<file path="src/tarbc_pkg.sv">
package tarbc_pkg;
  // register addresses on the device register port
  localparam logic [5:0] addr_buffer_control = 6'h02;
  localparam logic [5:0] addr_reference_control = 6'h03;
  localparam logic [5:0] addr_soft_reset_control = 6'h04;
  // buffer control field positions
  localparam int pos_queue_enable_clear = 15;
  localparam int pos_queue_run_select = 14;
  localparam int pos_queue_trigger_depth = 11;
  localparam int pos_queue_full_flag = 10;
  localparam int pos_queue_empty_flag = 9;
  // reference control field positions
  localparam int pos_reserved_ref = 5;
  localparam int pos_reference_source_select = 4;
  localparam int pos_reference_settle_delay = 2;
  localparam int pos_reference_sleep_between = 1;
  localparam int pos_internal_reference_level = 0;
  // reset values
  localparam logic rst_queue_enable_clear = 1'h0;
  localparam logic rst_queue_run_select = 1'h0;
  localparam logic [2:0] rst_queue_trigger_depth = 3'h0;
  localparam logic rst_reserved_ref = 1'h0;
  localparam logic rst_reference_source_select = 1'h0;
  localparam logic [1:0] rst_reference_settle_delay = 2'h0;
  localparam logic rst_reference_sleep_between = 1'h1;
  localparam logic rst_internal_reference_level = 1'h0;
  localparam logic [15:0] rst_soft_reset_control = 16'hffff;
  localparam logic [15:0] soft_reset_code = 16'hbb00;
  // queue size
  localparam logic [6:0] queue_capacity = 7'h40;
  // settling times in microseconds and cycle counts at 200 MHz
  localparam int clock_mhz = 200;
  localparam int settle_us_1 = 100;
  localparam int settle_us_2 = 500;
  localparam int settle_us_3 = 1000;
  localparam int settle_cycles_1 = settle_us_1 * clock_mhz;
  localparam int settle_cycles_2 = settle_us_2 * clock_mhz;
  localparam int settle_cycles_3 = settle_us_3 * clock_mhz;

  // register port request
  typedef struct packed {
    logic wr;
    logic rd;
    logic [5:0] addr;
    logic [15:0] wdata;
  } tarbc_req_t;

  // control fields held by the block
  typedef struct packed {
    logic queue_enable_clear;
    logic queue_run_select;
    logic [2:0] queue_trigger_depth;
    logic reserved_ref;
    logic reference_source_select;
    logic [1:0] reference_settle_delay;
    logic reference_sleep_between;
    logic internal_reference_level;
  } tarbc_ctrl_t;

  // converter-side queue status
  typedef struct packed {
    logic [6:0] unread_count;
  } tarbc_queue_t;
endpackage

</file>
<file path="src/touch_adc_buffer_ref_ctrl.sv">
// Function
// - enable bit low disables queue, resets read, write, trigger pointers
// - run select: 0 continuous conversion, 1 single shot; resets 0
// - trigger depth equals 8 * (code + 1) entries
// - full flag reads 1 only with 64 unread results
// - empty flag reads 1 with no unread result; resets 1
// - source select: 0 external, 1 internal reference; resets 0
// - settle code delays measurements 0, 100, 500, 1000 microseconds
// - settle delay applies only for internal sleeping reference
// - sleep bit 0 keeps reference on, 1 sleeps between conversions
// - external source keeps internal reference powered down always
// - level bit selects 1.25 V when 0, 2.50 V when 1
// - writing 0xbb00 to soft reset returns all control to defaults
// - new-data and ready flags are invalid while queue mode active
`timescale 1ns/100ps
module touch_adc_buffer_ref_ctrl (
  input wire logic clock, // system clock, 200 MHz
  input wire logic resetn, // async reset, active low
  input wire tarbc_pkg::tarbc_req_t req, // register port request
  output logic [15:0] rdata, // registered read data
  output logic rvalid, // read data valid pulse
  input wire tarbc_pkg::tarbc_queue_t queue, // unread results in queue
  input wire logic conversion_start, // converter begins a conversion
  input wire logic [8:0] new_data_in, // per-register new-data bits
  input wire logic result_ready_in, // data available from converter
  output logic queue_mode, // queue mode enabled
  output logic queue_pointer_clear, // hold read/write/trigger ptrs
  output logic queue_run_select, // 0 continuous, 1 single shot
  output logic [6:0] queue_trigger_level, // trigger depth in entries
  output logic queue_trigger, // unread count reached depth
  output logic internal_reference_on, // internal reference powered
  output logic internal_reference_level, // 0 1.25 V, 1 2.50 V
  output logic reference_settled, // measurement may start
  output logic [8:0] new_data_valid, // new-data bits, masked
  output logic result_ready_flag // data available, masked
);
  tarbc_pkg::tarbc_ctrl_t ctrl;
  tarbc_pkg::tarbc_ctrl_t next_ctrl;
  tarbc_pkg::tarbc_ctrl_t ctrl_default;
  logic [15:0] soft_reg;
  logic [15:0] next_soft_reg;
  logic [15:0] next_rdata;
  logic next_rvalid;
  logic full;
  logic empty;
  logic soft_hit;
  logic settle_apply;
  logic reference_wanted;

  // power-up defaults of the control fields
  always_comb begin
    ctrl_default.queue_enable_clear = tarbc_pkg::rst_queue_enable_clear;
    ctrl_default.queue_run_select = tarbc_pkg::rst_queue_run_select;
    ctrl_default.queue_trigger_depth = tarbc_pkg::rst_queue_trigger_depth;
    ctrl_default.reserved_ref = tarbc_pkg::rst_reserved_ref;
    ctrl_default.reference_source_select =
      tarbc_pkg::rst_reference_source_select;
    ctrl_default.reference_settle_delay =
      tarbc_pkg::rst_reference_settle_delay;
    ctrl_default.reference_sleep_between =
      tarbc_pkg::rst_reference_sleep_between;
    ctrl_default.internal_reference_level =
      tarbc_pkg::rst_internal_reference_level;
  end

  assign soft_hit = req.wr && (req.addr == tarbc_pkg::addr_soft_reset_control)
    && (req.wdata == tarbc_pkg::soft_reset_code);

  // register writes; soft reset code overrides everything
  always_comb begin
    next_ctrl = ctrl;
    next_soft_reg = soft_reg;
    if (soft_hit) begin
      next_ctrl = ctrl_default;
      next_soft_reg = tarbc_pkg::rst_soft_reset_control;
    end else if (req.wr) begin
      case (req.addr)
        tarbc_pkg::addr_buffer_control: begin
          // flag and reserved bits are not stored
          next_ctrl.queue_enable_clear =
            req.wdata[tarbc_pkg::pos_queue_enable_clear];
          next_ctrl.queue_run_select =
            req.wdata[tarbc_pkg::pos_queue_run_select];
          next_ctrl.queue_trigger_depth =
            req.wdata[tarbc_pkg::pos_queue_trigger_depth +: 3];
        end
        tarbc_pkg::addr_reference_control: begin
          next_ctrl.reserved_ref =
            req.wdata[tarbc_pkg::pos_reserved_ref];
          next_ctrl.reference_source_select =
            req.wdata[tarbc_pkg::pos_reference_source_select];
          next_ctrl.reference_settle_delay =
            req.wdata[tarbc_pkg::pos_reference_settle_delay +: 2];
          next_ctrl.reference_sleep_between =
            req.wdata[tarbc_pkg::pos_reference_sleep_between];
          next_ctrl.internal_reference_level =
            req.wdata[tarbc_pkg::pos_internal_reference_level];
        end
        tarbc_pkg::addr_soft_reset_control: begin
          next_soft_reg = req.wdata; // other codes only stored
        end
        default: begin
          next_ctrl = ctrl;
        end
      endcase
    end
  end

  // control registers
  always_ff @(posedge clock or negedge resetn) begin
    if (!resetn) begin
      ctrl.queue_enable_clear <= tarbc_pkg::rst_queue_enable_clear;
      ctrl.queue_run_select <= tarbc_pkg::rst_queue_run_select;
      ctrl.queue_trigger_depth <= tarbc_pkg::rst_queue_trigger_depth;
      ctrl.reserved_ref <= tarbc_pkg::rst_reserved_ref;
      ctrl.reference_source_select <= tarbc_pkg::rst_reference_source_select;
      ctrl.reference_settle_delay <= tarbc_pkg::rst_reference_settle_delay;
      ctrl.reference_sleep_between <= tarbc_pkg::rst_reference_sleep_between;
      ctrl.internal_reference_level <=
        tarbc_pkg::rst_internal_reference_level;
      soft_reg <= tarbc_pkg::rst_soft_reset_control;
    end else begin
      ctrl <= next_ctrl;
      soft_reg <= next_soft_reg;
    end
  end

  // read mux; reserved bits read zero except reserved_ref, which reads back as stored; flags show the status registered one cycle earlier in u_flags
  always_comb begin
    next_rdata = 16'h0;
    next_rvalid = req.rd;
    if (req.rd) begin
      case (req.addr)
        tarbc_pkg::addr_buffer_control: begin
          next_rdata[tarbc_pkg::pos_queue_enable_clear] =
            ctrl.queue_enable_clear;
          next_rdata[tarbc_pkg::pos_queue_run_select] = ctrl.queue_run_select;
          next_rdata[tarbc_pkg::pos_queue_trigger_depth +: 3] =
            ctrl.queue_trigger_depth;
          next_rdata[tarbc_pkg::pos_queue_full_flag] = full;
          next_rdata[tarbc_pkg::pos_queue_empty_flag] = empty;
        end
        tarbc_pkg::addr_reference_control: begin
          next_rdata[tarbc_pkg::pos_reserved_ref] = ctrl.reserved_ref;
          next_rdata[tarbc_pkg::pos_reference_source_select] =
            ctrl.reference_source_select;
          next_rdata[tarbc_pkg::pos_reference_settle_delay +: 2] =
            ctrl.reference_settle_delay;
          next_rdata[tarbc_pkg::pos_reference_sleep_between] =
            ctrl.reference_sleep_between;
          next_rdata[tarbc_pkg::pos_internal_reference_level] =
            ctrl.internal_reference_level;
        end
        tarbc_pkg::addr_soft_reset_control: begin
          next_rdata = soft_reg;
        end
        default: begin
          next_rdata = 16'h0;
        end
      endcase
    end
  end

  // read data registers
  always_ff @(posedge clock or negedge resetn) begin
    if (!resetn) begin
      rdata <= 16'h0;
      rvalid <= 1'b0;
    end else begin
      rdata <= next_rdata;
      rvalid <= next_rvalid;
    end
  end

  // queue control outputs
  assign queue_mode = ctrl.queue_enable_clear;
  assign queue_pointer_clear = !ctrl.queue_enable_clear;
  assign queue_run_select = ctrl.queue_run_select;

  tarbc_queue_flags u_flags (
    .clock(clock),
    .resetn(resetn),
    .enable(ctrl.queue_enable_clear),
    .depth_code(ctrl.queue_trigger_depth),
    .unread_count(queue.unread_count),
    .full(full),
    .empty(empty),
    .trigger(queue_trigger),
    .depth(queue_trigger_level)
  );

  // status bits that do not apply in queue mode read zero
  assign new_data_valid = ctrl.queue_enable_clear ? 9'h0
    : new_data_in;
  assign result_ready_flag = !ctrl.queue_enable_clear
    && result_ready_in;

  // reference power: external source forces internal off
  assign reference_wanted = !ctrl.reference_sleep_between
    || conversion_start;
  assign internal_reference_on = ctrl.reference_source_select
    && reference_wanted;
  assign internal_reference_level = ctrl.internal_reference_level;

  // settling delay only for internal reference that sleeps
  assign settle_apply = ctrl.reference_source_select
    && ctrl.reference_sleep_between;

  tarbc_settle_timer #(
    .settle_cycles_1(tarbc_pkg::settle_cycles_1),
    .settle_cycles_2(tarbc_pkg::settle_cycles_2),
    .settle_cycles_3(tarbc_pkg::settle_cycles_3)
  ) u_settle (
    .clock(clock),
    .resetn(resetn),
    .start(conversion_start),
    .apply(settle_apply),
    .select(ctrl.reference_settle_delay),
    .settled(reference_settled)
  );
endmodule

</file>
<file path="src/tarbc_settle_timer.sv">
`timescale 1ns/100ps
// counts the reference settling delay after a power-up request
module tarbc_settle_timer #(
  parameter int settle_cycles_1 = 20000,
  parameter int settle_cycles_2 = 100000,
  parameter int settle_cycles_3 = 200000
) (
  input wire logic clock, // system clock
  input wire logic resetn, // async reset, active low
  input wire logic start, // reference power-up pulse
  input wire logic apply, // delay applies in this mode
  input wire logic [1:0] select, // settling code
  output logic settled // measurements may proceed
);
  logic [17:0] count;
  logic [17:0] next_count;
  logic [17:0] load;

  // pick the count for the selected settling code
  always_comb begin
    case (select)
      2'h1: load = 18'(settle_cycles_1);
      2'h2: load = 18'(settle_cycles_2);
      2'h3: load = 18'(settle_cycles_3);
      default: load = 18'h0;
    endcase
    next_count = count;
    if (start && apply) begin
      next_count = load;
    end else if (!apply) begin
      next_count = 18'h0;
    end else if (count != 18'h0) begin
      next_count = count - 18'h1;
    end
  end

  // counter register
  always_ff @(posedge clock or negedge resetn) begin
    if (!resetn) begin
      count <= 18'h0;
    end else begin
      count <= next_count;
    end
  end

  // settled at once when the delay does not apply, even mid-count
  assign settled = !apply
    || ((count == 18'h0) && !(start && load != 18'h0));
endmodule

</file>
<file path="src/tarbc_queue_flags.sv">
`timescale 1ns/100ps
// derives full, empty and trigger flags from the unread count
module tarbc_queue_flags (
  input wire logic clock, // system clock
  input wire logic resetn, // async reset, active low
  input wire logic enable, // queue mode on
  input wire logic [2:0] depth_code, // trigger depth code
  input wire logic [6:0] unread_count, // unread results held
  output logic full, // 64 unread results
  output logic empty, // no unread result
  output logic trigger, // count reached trigger depth
  output logic [6:0] depth // trigger depth in entries
);
  logic next_full;
  logic next_empty;
  logic next_trigger;

  // compute flags; a disabled queue reads empty
  always_comb begin
    depth = 7'({depth_code, 3'h0}) + 7'h8;
    next_full = enable
      && (unread_count == tarbc_pkg::queue_capacity);
    next_empty = !enable || (unread_count == 7'h0);
    next_trigger = enable && (unread_count >= depth);
  end

  // flag registers
  always_ff @(posedge clock or negedge resetn) begin
    if (!resetn) begin
      full <= 1'b0;
      empty <= 1'b1;
      trigger <= 1'b0;
    end else begin
      full <= next_full;
      empty <= next_empty;
      trigger <= next_trigger;
    end
  end
endmodule

</file>
<file path="config.mk">
export PLATFORM = sky130hd
export DESIGN_NAME = touch_adc_buffer_ref_ctrl
export DESIGN_NICKNAME = d
export VERILOG_FILES = /design/src/tarbc_pkg.sv /design/src/touch_adc_buffer_ref_ctrl.sv /design/src/tarbc_settle_timer.sv /design/src/tarbc_queue_flags.sv
export SDC_FILE = /design/constraint.sdc
export NUM_CORES = 1
export LEC_CHECK = 0
export ABC_AREA = 1
export BUFFER_PORTS_ARGS = -buffer_cell sky130_fd_sc_hd__buf_4
export CORE_ASPECT_RATIO = 1.4
export CORE_MARGIN = 2
export CORE_UTILIZATION = 45
export DETAILED_ROUTE_END_ITERATION = 8
export PLACE_DENSITY = 0.78
export SLEW_MARGIN = 15
export SYNTH_ARGS = -nofsm -noshare
export SYNTH_HDL_FRONTEND = slang
export SYNTH_SLANG_ARGS = --single-unit
</file>
<file path="constraint.sdc">
create_clock -name clock -period 2.1 [get_ports clock]
set_input_delay 0.21 -clock clock [delete_from_list [all_inputs] [get_ports clock]]
set_output_delay 0.21 -clock clock [all_outputs]
set_load 0.02 [all_outputs]
</file>
* Yosys cells after proc, flatten, opt, wreduce, memory -nomap -nowiden
Index checks and enable logic that the tools add are counted.
** Storage, ports and cells
- Flip-flop bits (word level) :: 65
- Bits of input ports :: 44
- Output and inout port bits :: 41
- Logic and storage cells :: 71
** Cells by class
- Add/sub/neg operators :: 2
- Order comparisons :: 1
- Eq/ne operators :: 9
- Mux-type cells :: 16
- Reductions and logical operators :: 28
** Operators by type and width (number)
- $mux 16 :: 4
- $mux 18 :: 3
- $pmux 18 s3 :: 1
- $reduce_bool 18->1 :: 2
- $mux 11 :: 2
- $logic_not 18->1 :: 1
- $sub 18x1->18 const B :: 1
- $eq 16x16->1 const B :: 1
- $pmux 7 s2 :: 1
- $eq 6x2->1 const B :: 2
- $pmux 6 s2 :: 1
- $logic_and 1x1->1 :: 10
- $mux 9 :: 1
- $reduce_bool 2->1 :: 4
- $add 6x4->7 const B :: 1
- $eq 7x7->1 const B :: 1
- $ge 7x7->1 :: 1
- $logic_not 7->1 :: 1
- $eq 6x3->1 const B :: 1
- $mux 6 :: 1
- $reduce_and 2->1 :: 3
- $mux 5 :: 1
- $eq 2x2->1 const B :: 2
- $logic_not 1->1 :: 4
- 4 further kinds :: 6

* Depth between registers and ports, before layout
- Depth in word-level cells :: 7
- Depth in mapped cells :: 9
- Mapped depth without buffers :: 9

* Modules after synthesis
A second synthesis with hierarchy kept.
** Unflattened totals
- Cells, all modules :: 445
- Area, all modules :: 3490.8 um^2
** Modules (own cells, without submodules)
- touch_adc_buffer_ref_ctrl :: times used 1, cells an instance 230, area an instance 1958.1 um^2, sequential area each 1122.3 um^2
- tarbc_settle_timer :: times used 1, cells an instance 172, area an instance 1233.7 um^2, sequential area each 450.4 um^2
- tarbc_queue_flags :: times used 1, cells an instance 43, area an instance 299.0 um^2, sequential area each 76.3 um^2

* Worst setup path after synthesis
No wires, ideal clock.
- Path type :: register to register
- Start :: register ctrl[6] (netlist bit)
- End :: register u_flags.trigger
- Library setup time :: 0.082 ns
- Arrival time :: 1.887 ns
- Data required time :: 2.018 ns
- Path slack :: 0.130 ns
- Stages on the path, launching flop included :: 8
- Buffers on the path :: 0
- Clock period less this slack :: 1.970 ns
- Path through :: dfrtp_1 inv_1 nor3_1 inv_1 ha_1 nand3_1 or2_2 a31oi_1
** On the way
- Word-level cells in the longest chain between the ends :: 3
** Ends and longest elaborated chain
- from (decl) :: RTL line touch_adc_buffer_ref_ctrl.sv:37 : tarbc_pkg::tarbc_ctrl_t ctrl;
- from (signal assigned) :: RTL line touch_adc_buffer_ref_ctrl.sv:123 : ctrl <= next_ctrl;
- $add 6x4->7 :: RTL line tarbc_queue_flags.sv:20 : depth = 7'({depth_code, 3'h0}) + 7'h8;
- via queue_trigger_level[3] :: RTL line touch_adc_buffer_ref_ctrl.sv:29 : output logic [6:0] queue_trigger_level,
- $ge 7x7->1 :: RTL line tarbc_queue_flags.sv:24 : next_trigger = enable && (unread_count >= depth);
- $logic_and 1x1->1 :: RTL line tarbc_queue_flags.sv:24
- via u_flags.next_trigger :: RTL line tarbc_queue_flags.sv:16 : logic next_trigger;
- to (signal assigned) :: RTL line tarbc_queue_flags.sv:36 : trigger <= next_trigger;
- to (decl) :: RTL line tarbc_queue_flags.sv:11 : output logic trigger,
The timed path passes the listed nets, and every way through them passes these cells.
A chain may end at the register's enable or synchronous reset.

* Worst setup path after layout
- Start :: register u_settle.count[0]
- End :: output reference_settled
** On the way
- Word-level cells in the longest chain between the ends :: 3
** Ends and longest elaborated chain
- from (decl) :: RTL line tarbc_settle_timer.sv:15 : logic [17:0] count;
- from (signal assigned) :: RTL line tarbc_settle_timer.sv:42 : count <= next_count;
- $logic_not 18->1 :: RTL line tarbc_settle_timer.sv:48 : || ((count == 18'h0) && !(start && load != 18'h0));
- $logic_and 1x1->1 :: RTL line tarbc_settle_timer.sv:48
- $logic_or 1x1->1 :: RTL line tarbc_settle_timer.sv:48
- to (decl) :: RTL line touch_adc_buffer_ref_ctrl.sv:33 : output logic reference_settled,
Every way passes these cells.

==> impl_results.md <==
- Synth Cell Area: 3572 um2
- Top post-synthesis cells by area: dfrtp_1, dfstp_2, inv_1
- Sw Share: 32.02%
- Core Box Area: 7750 um2
- First-pass DRT Iterations: 6
- Mapped Cells: 441
- Pwr Total: about 3 mW
- GRT overflow: 0
- Ys async rst share: 100.0%
- Die span in x: 79.30 um
- Layout cells sized above 1: a little under 30%
- Hold Path End: u_flags.empty
- Skew final: ~0.011 ns
- PD cells: approximately 700 nW/um2
- Ys Warns: 0
- Row count: 38
- Area grow syn2layout: 24.06%
- TritonCTS clock tree: built
- H-Tree Depth: 3
- Initial Util: 46.09%
- Buf/Inv on CP: 2
- Slowest stage delay, CP: approximately 0.37 ns
- Synth area leader: dfrtp_1
- Crit. End Element: output pin
- Sequential fraction of the synthesis area: 46.16%
- # DRC: 0
- Post-synth EDFFs: 0
- CP Launch Point: u_settle.count[0]
- M1 WL: 3.462 mm
- P_int: ~2.1 mW
- Worst-Margin Slew: 0.8230 ns
- CTS max path bufs: 2
- Post-route cell area: around 4400 um2
- Clk root buf: clkbuf_8
- Main synth FF type: dfrtp_1
- Setup CP Type: reg2out
- Final setup viols: 0
- Part of the power in registers: 47.4%
- Startpoint Class: flop
- Vias: 3,150
- Iter 0 DRT Violations: around 200
- Seq cells post-synth: 65
- GPL Wtd Cong: around 1
- DRT Wirelength: between 8 and 9 mm
- Critical-path cell list: inv_2, ha_2, nand2_2, nor2_8, nand3_2, o21ai_1, buf_4
- Nets: 580
- Clock slew at reported path FFs: approximately 0.070 ns
- Post-DRT Antenna Nets: 0
- Worst EP arrival: roughly 1.8 ns
- Tot GR Track Use: around 22%
- Clk_lat worst skew: roughly 0.34 ns
- Max Used Layer: met4
- Min-delay src: queue[6]
- Clk pwr share: 30.2%
- Sw Pwr: ~0.99 mW
- Top cells by count, synth: inv_1, nand2_1, nor2_1
- Final Slew Violations: 0
- Pin count of the biggest net entering global routing: 66
- Die Area: 8677 um2
- Diode count: 0
- Critical path required time: 1.89 ns
- R2R depth: 9
- Synth Area per Inst: 8.100 um2
- Vias in the first global route: roughly 3,200
- Fin. Hold Viols: 0
- Reg-to-reg critical path startpoint: u_settle.count[0]
- CP max FO: 9
- Slew HR: ~45%
- Initial antenna violation count: 0
- Worst r2r dst: u_settle.count[10]
- Leakage: 2.382 nW
- Peak supply drop: a little over 0.5 mV
- Top delay family on crit path: simple AND/OR/NAND/NOR gates
- Combinational Power Share: between 20% and 30%
- WL/cell: approximately 14 um
- Fin crit share: 95.25%
- CTS buffer count: 9
- Wire length on met3: around 430 um
- Share of the synthesized area in the top cell type: about a third
- First-pass GRT wire length: around 15 mm
- Slowest CP cell: dfrtp_1
- Final min period: 2.000 ns
- I/O Buffers: between 80 and 90
- Met2 wire length: roughly 4.8 mm
- Max Cap Violations: 0
- Detailed placement HPWL: 6.662 mm
- Post-synth cell types: 36
- IO Count: between 80 and 90
- Largest register FFs: 18
- RSZ-0062 raised after global routing: no
- Height of the chip: 109.4 um
- Final Util: between 50% and 60%
- DP Area: 4243 um2
- Fin Setup TNS: 0 ns
- Num Clock Sinks: 65
- Max Fclk: 500.0 MHz
- Classification of the worst-slack hold path: in2reg
- Drt via density: 5.000
- Outcome: finished clean
- R2R setup slack: around 0.32 ns
- WHS Path Cells: 2
-- power groups by stage --
stage          Combinational (mW)  Clock [mW]  Sequential [mW]
2_1_floorplan               0.437           0             1.48
3_3_place_gp                0.669           0             1.48
3_5_place_dp                0.688           0             1.49
4_1_cts                     0.694       0.954             1.46
5_1_grt                     0.780        1.01             1.48
6_report                    0.694       0.932             1.46
-- metal layers --
metal	GRT usage (%)	vias to the layer above
met2	40.19	100
met5	0	-
li1	-	1546
met1	25.69	1489
met4	7.143	0
met3	4.433	15
-- worst max-delay path by stage --
stage / cells past startpoint / to
floorplan: 7 / u_flags.trigger
global placement: 9 / u_settle.count[10]
detailed placement: 9 / u_settle.count[10]
CTS: 7 / reference_settled
global route: 7 / reference_settled
finish: 7 / reference_settled
-- worst register-to-register path: stages (launching register included) --
cell and delay (ns):
dfrtp_1 0.37, inv_2 0.09, ha_2 0.22, nand2_2 0.12, nor2_8 0.20, nand4_4 0.15
nor2_4 0.29, inv_2 0.12, nand2_1 0.09, inv_1 0.04
-- what timing repair did --
item,CTS,global route
endpoints found under the hold margin,33,0
gates resized for setup,2,2
setup endpoints to repair,1,1
hold buffers,1,0
buffers inserted,0,0
-- kinds of logic (layout without fill, tap and decap cells) --
family / count (synthesis) / in the layout / share of synthesized area, %
flops: 65 / 65 / 46.16
buf+inv: 99 / 186 / 11.31
compound gates: 58 / 58 / 9.842
xor+xnor: 4 / 4 / 0.9806
simple gates: 203 / 203 / 27.74
fa+ha+maj: 11 / 11 / 3.853
other cells: 1 / 3 / 0.1050
-- layout by cell type, fill, tap and decap left out, drive strengths merged, types with 3 or more instances in the layout --
cell / synthesis / layout
nor3: 6 / 6
or2: 3 / 3
dfrtp: 47 / 47
dfstp: 18 / 18
o21ai: 26 / 26
nor2: 59 / 59
xor2: 4 / 4
nand4: 10 / 10
a21oi: 13 / 13
o22ai: 7 / 7
buf: 10 / 82
clkbuf: 2 / 9
o211ai: 10 / 10
nand3: 37 / 37
inv: 87 / 87
conb: 1 / 3
nand2: 87 / 87
clkinv: 0 / 5
ha: 11 / 11
-- per-stage QoR --
step	worst slack, ns	instances	hold slack, ns
floorplan	0.1301	443	-0.08559
global placement	0.3604	613	0.3529
detailed placement	0.2793	613	0.3656
CTS	0.002515	630	0.02265
global route	0.004099	630	0.02986
finish	0.09984	630	0.03461
-- final cells by class --
type | instances | area (um2)
fillers | 705 | 3318
flip-flops and latches | 65 | 1649
multi-input cells | 279 | 1534
repair buffers | 83 | 625.6
inverters | 87 | 326.6
well taps | 100 | 125.1
clock buffers | 9 | 123.9
clock inverters | 7 | 47.55
Power figures use the tool's default switching activity.
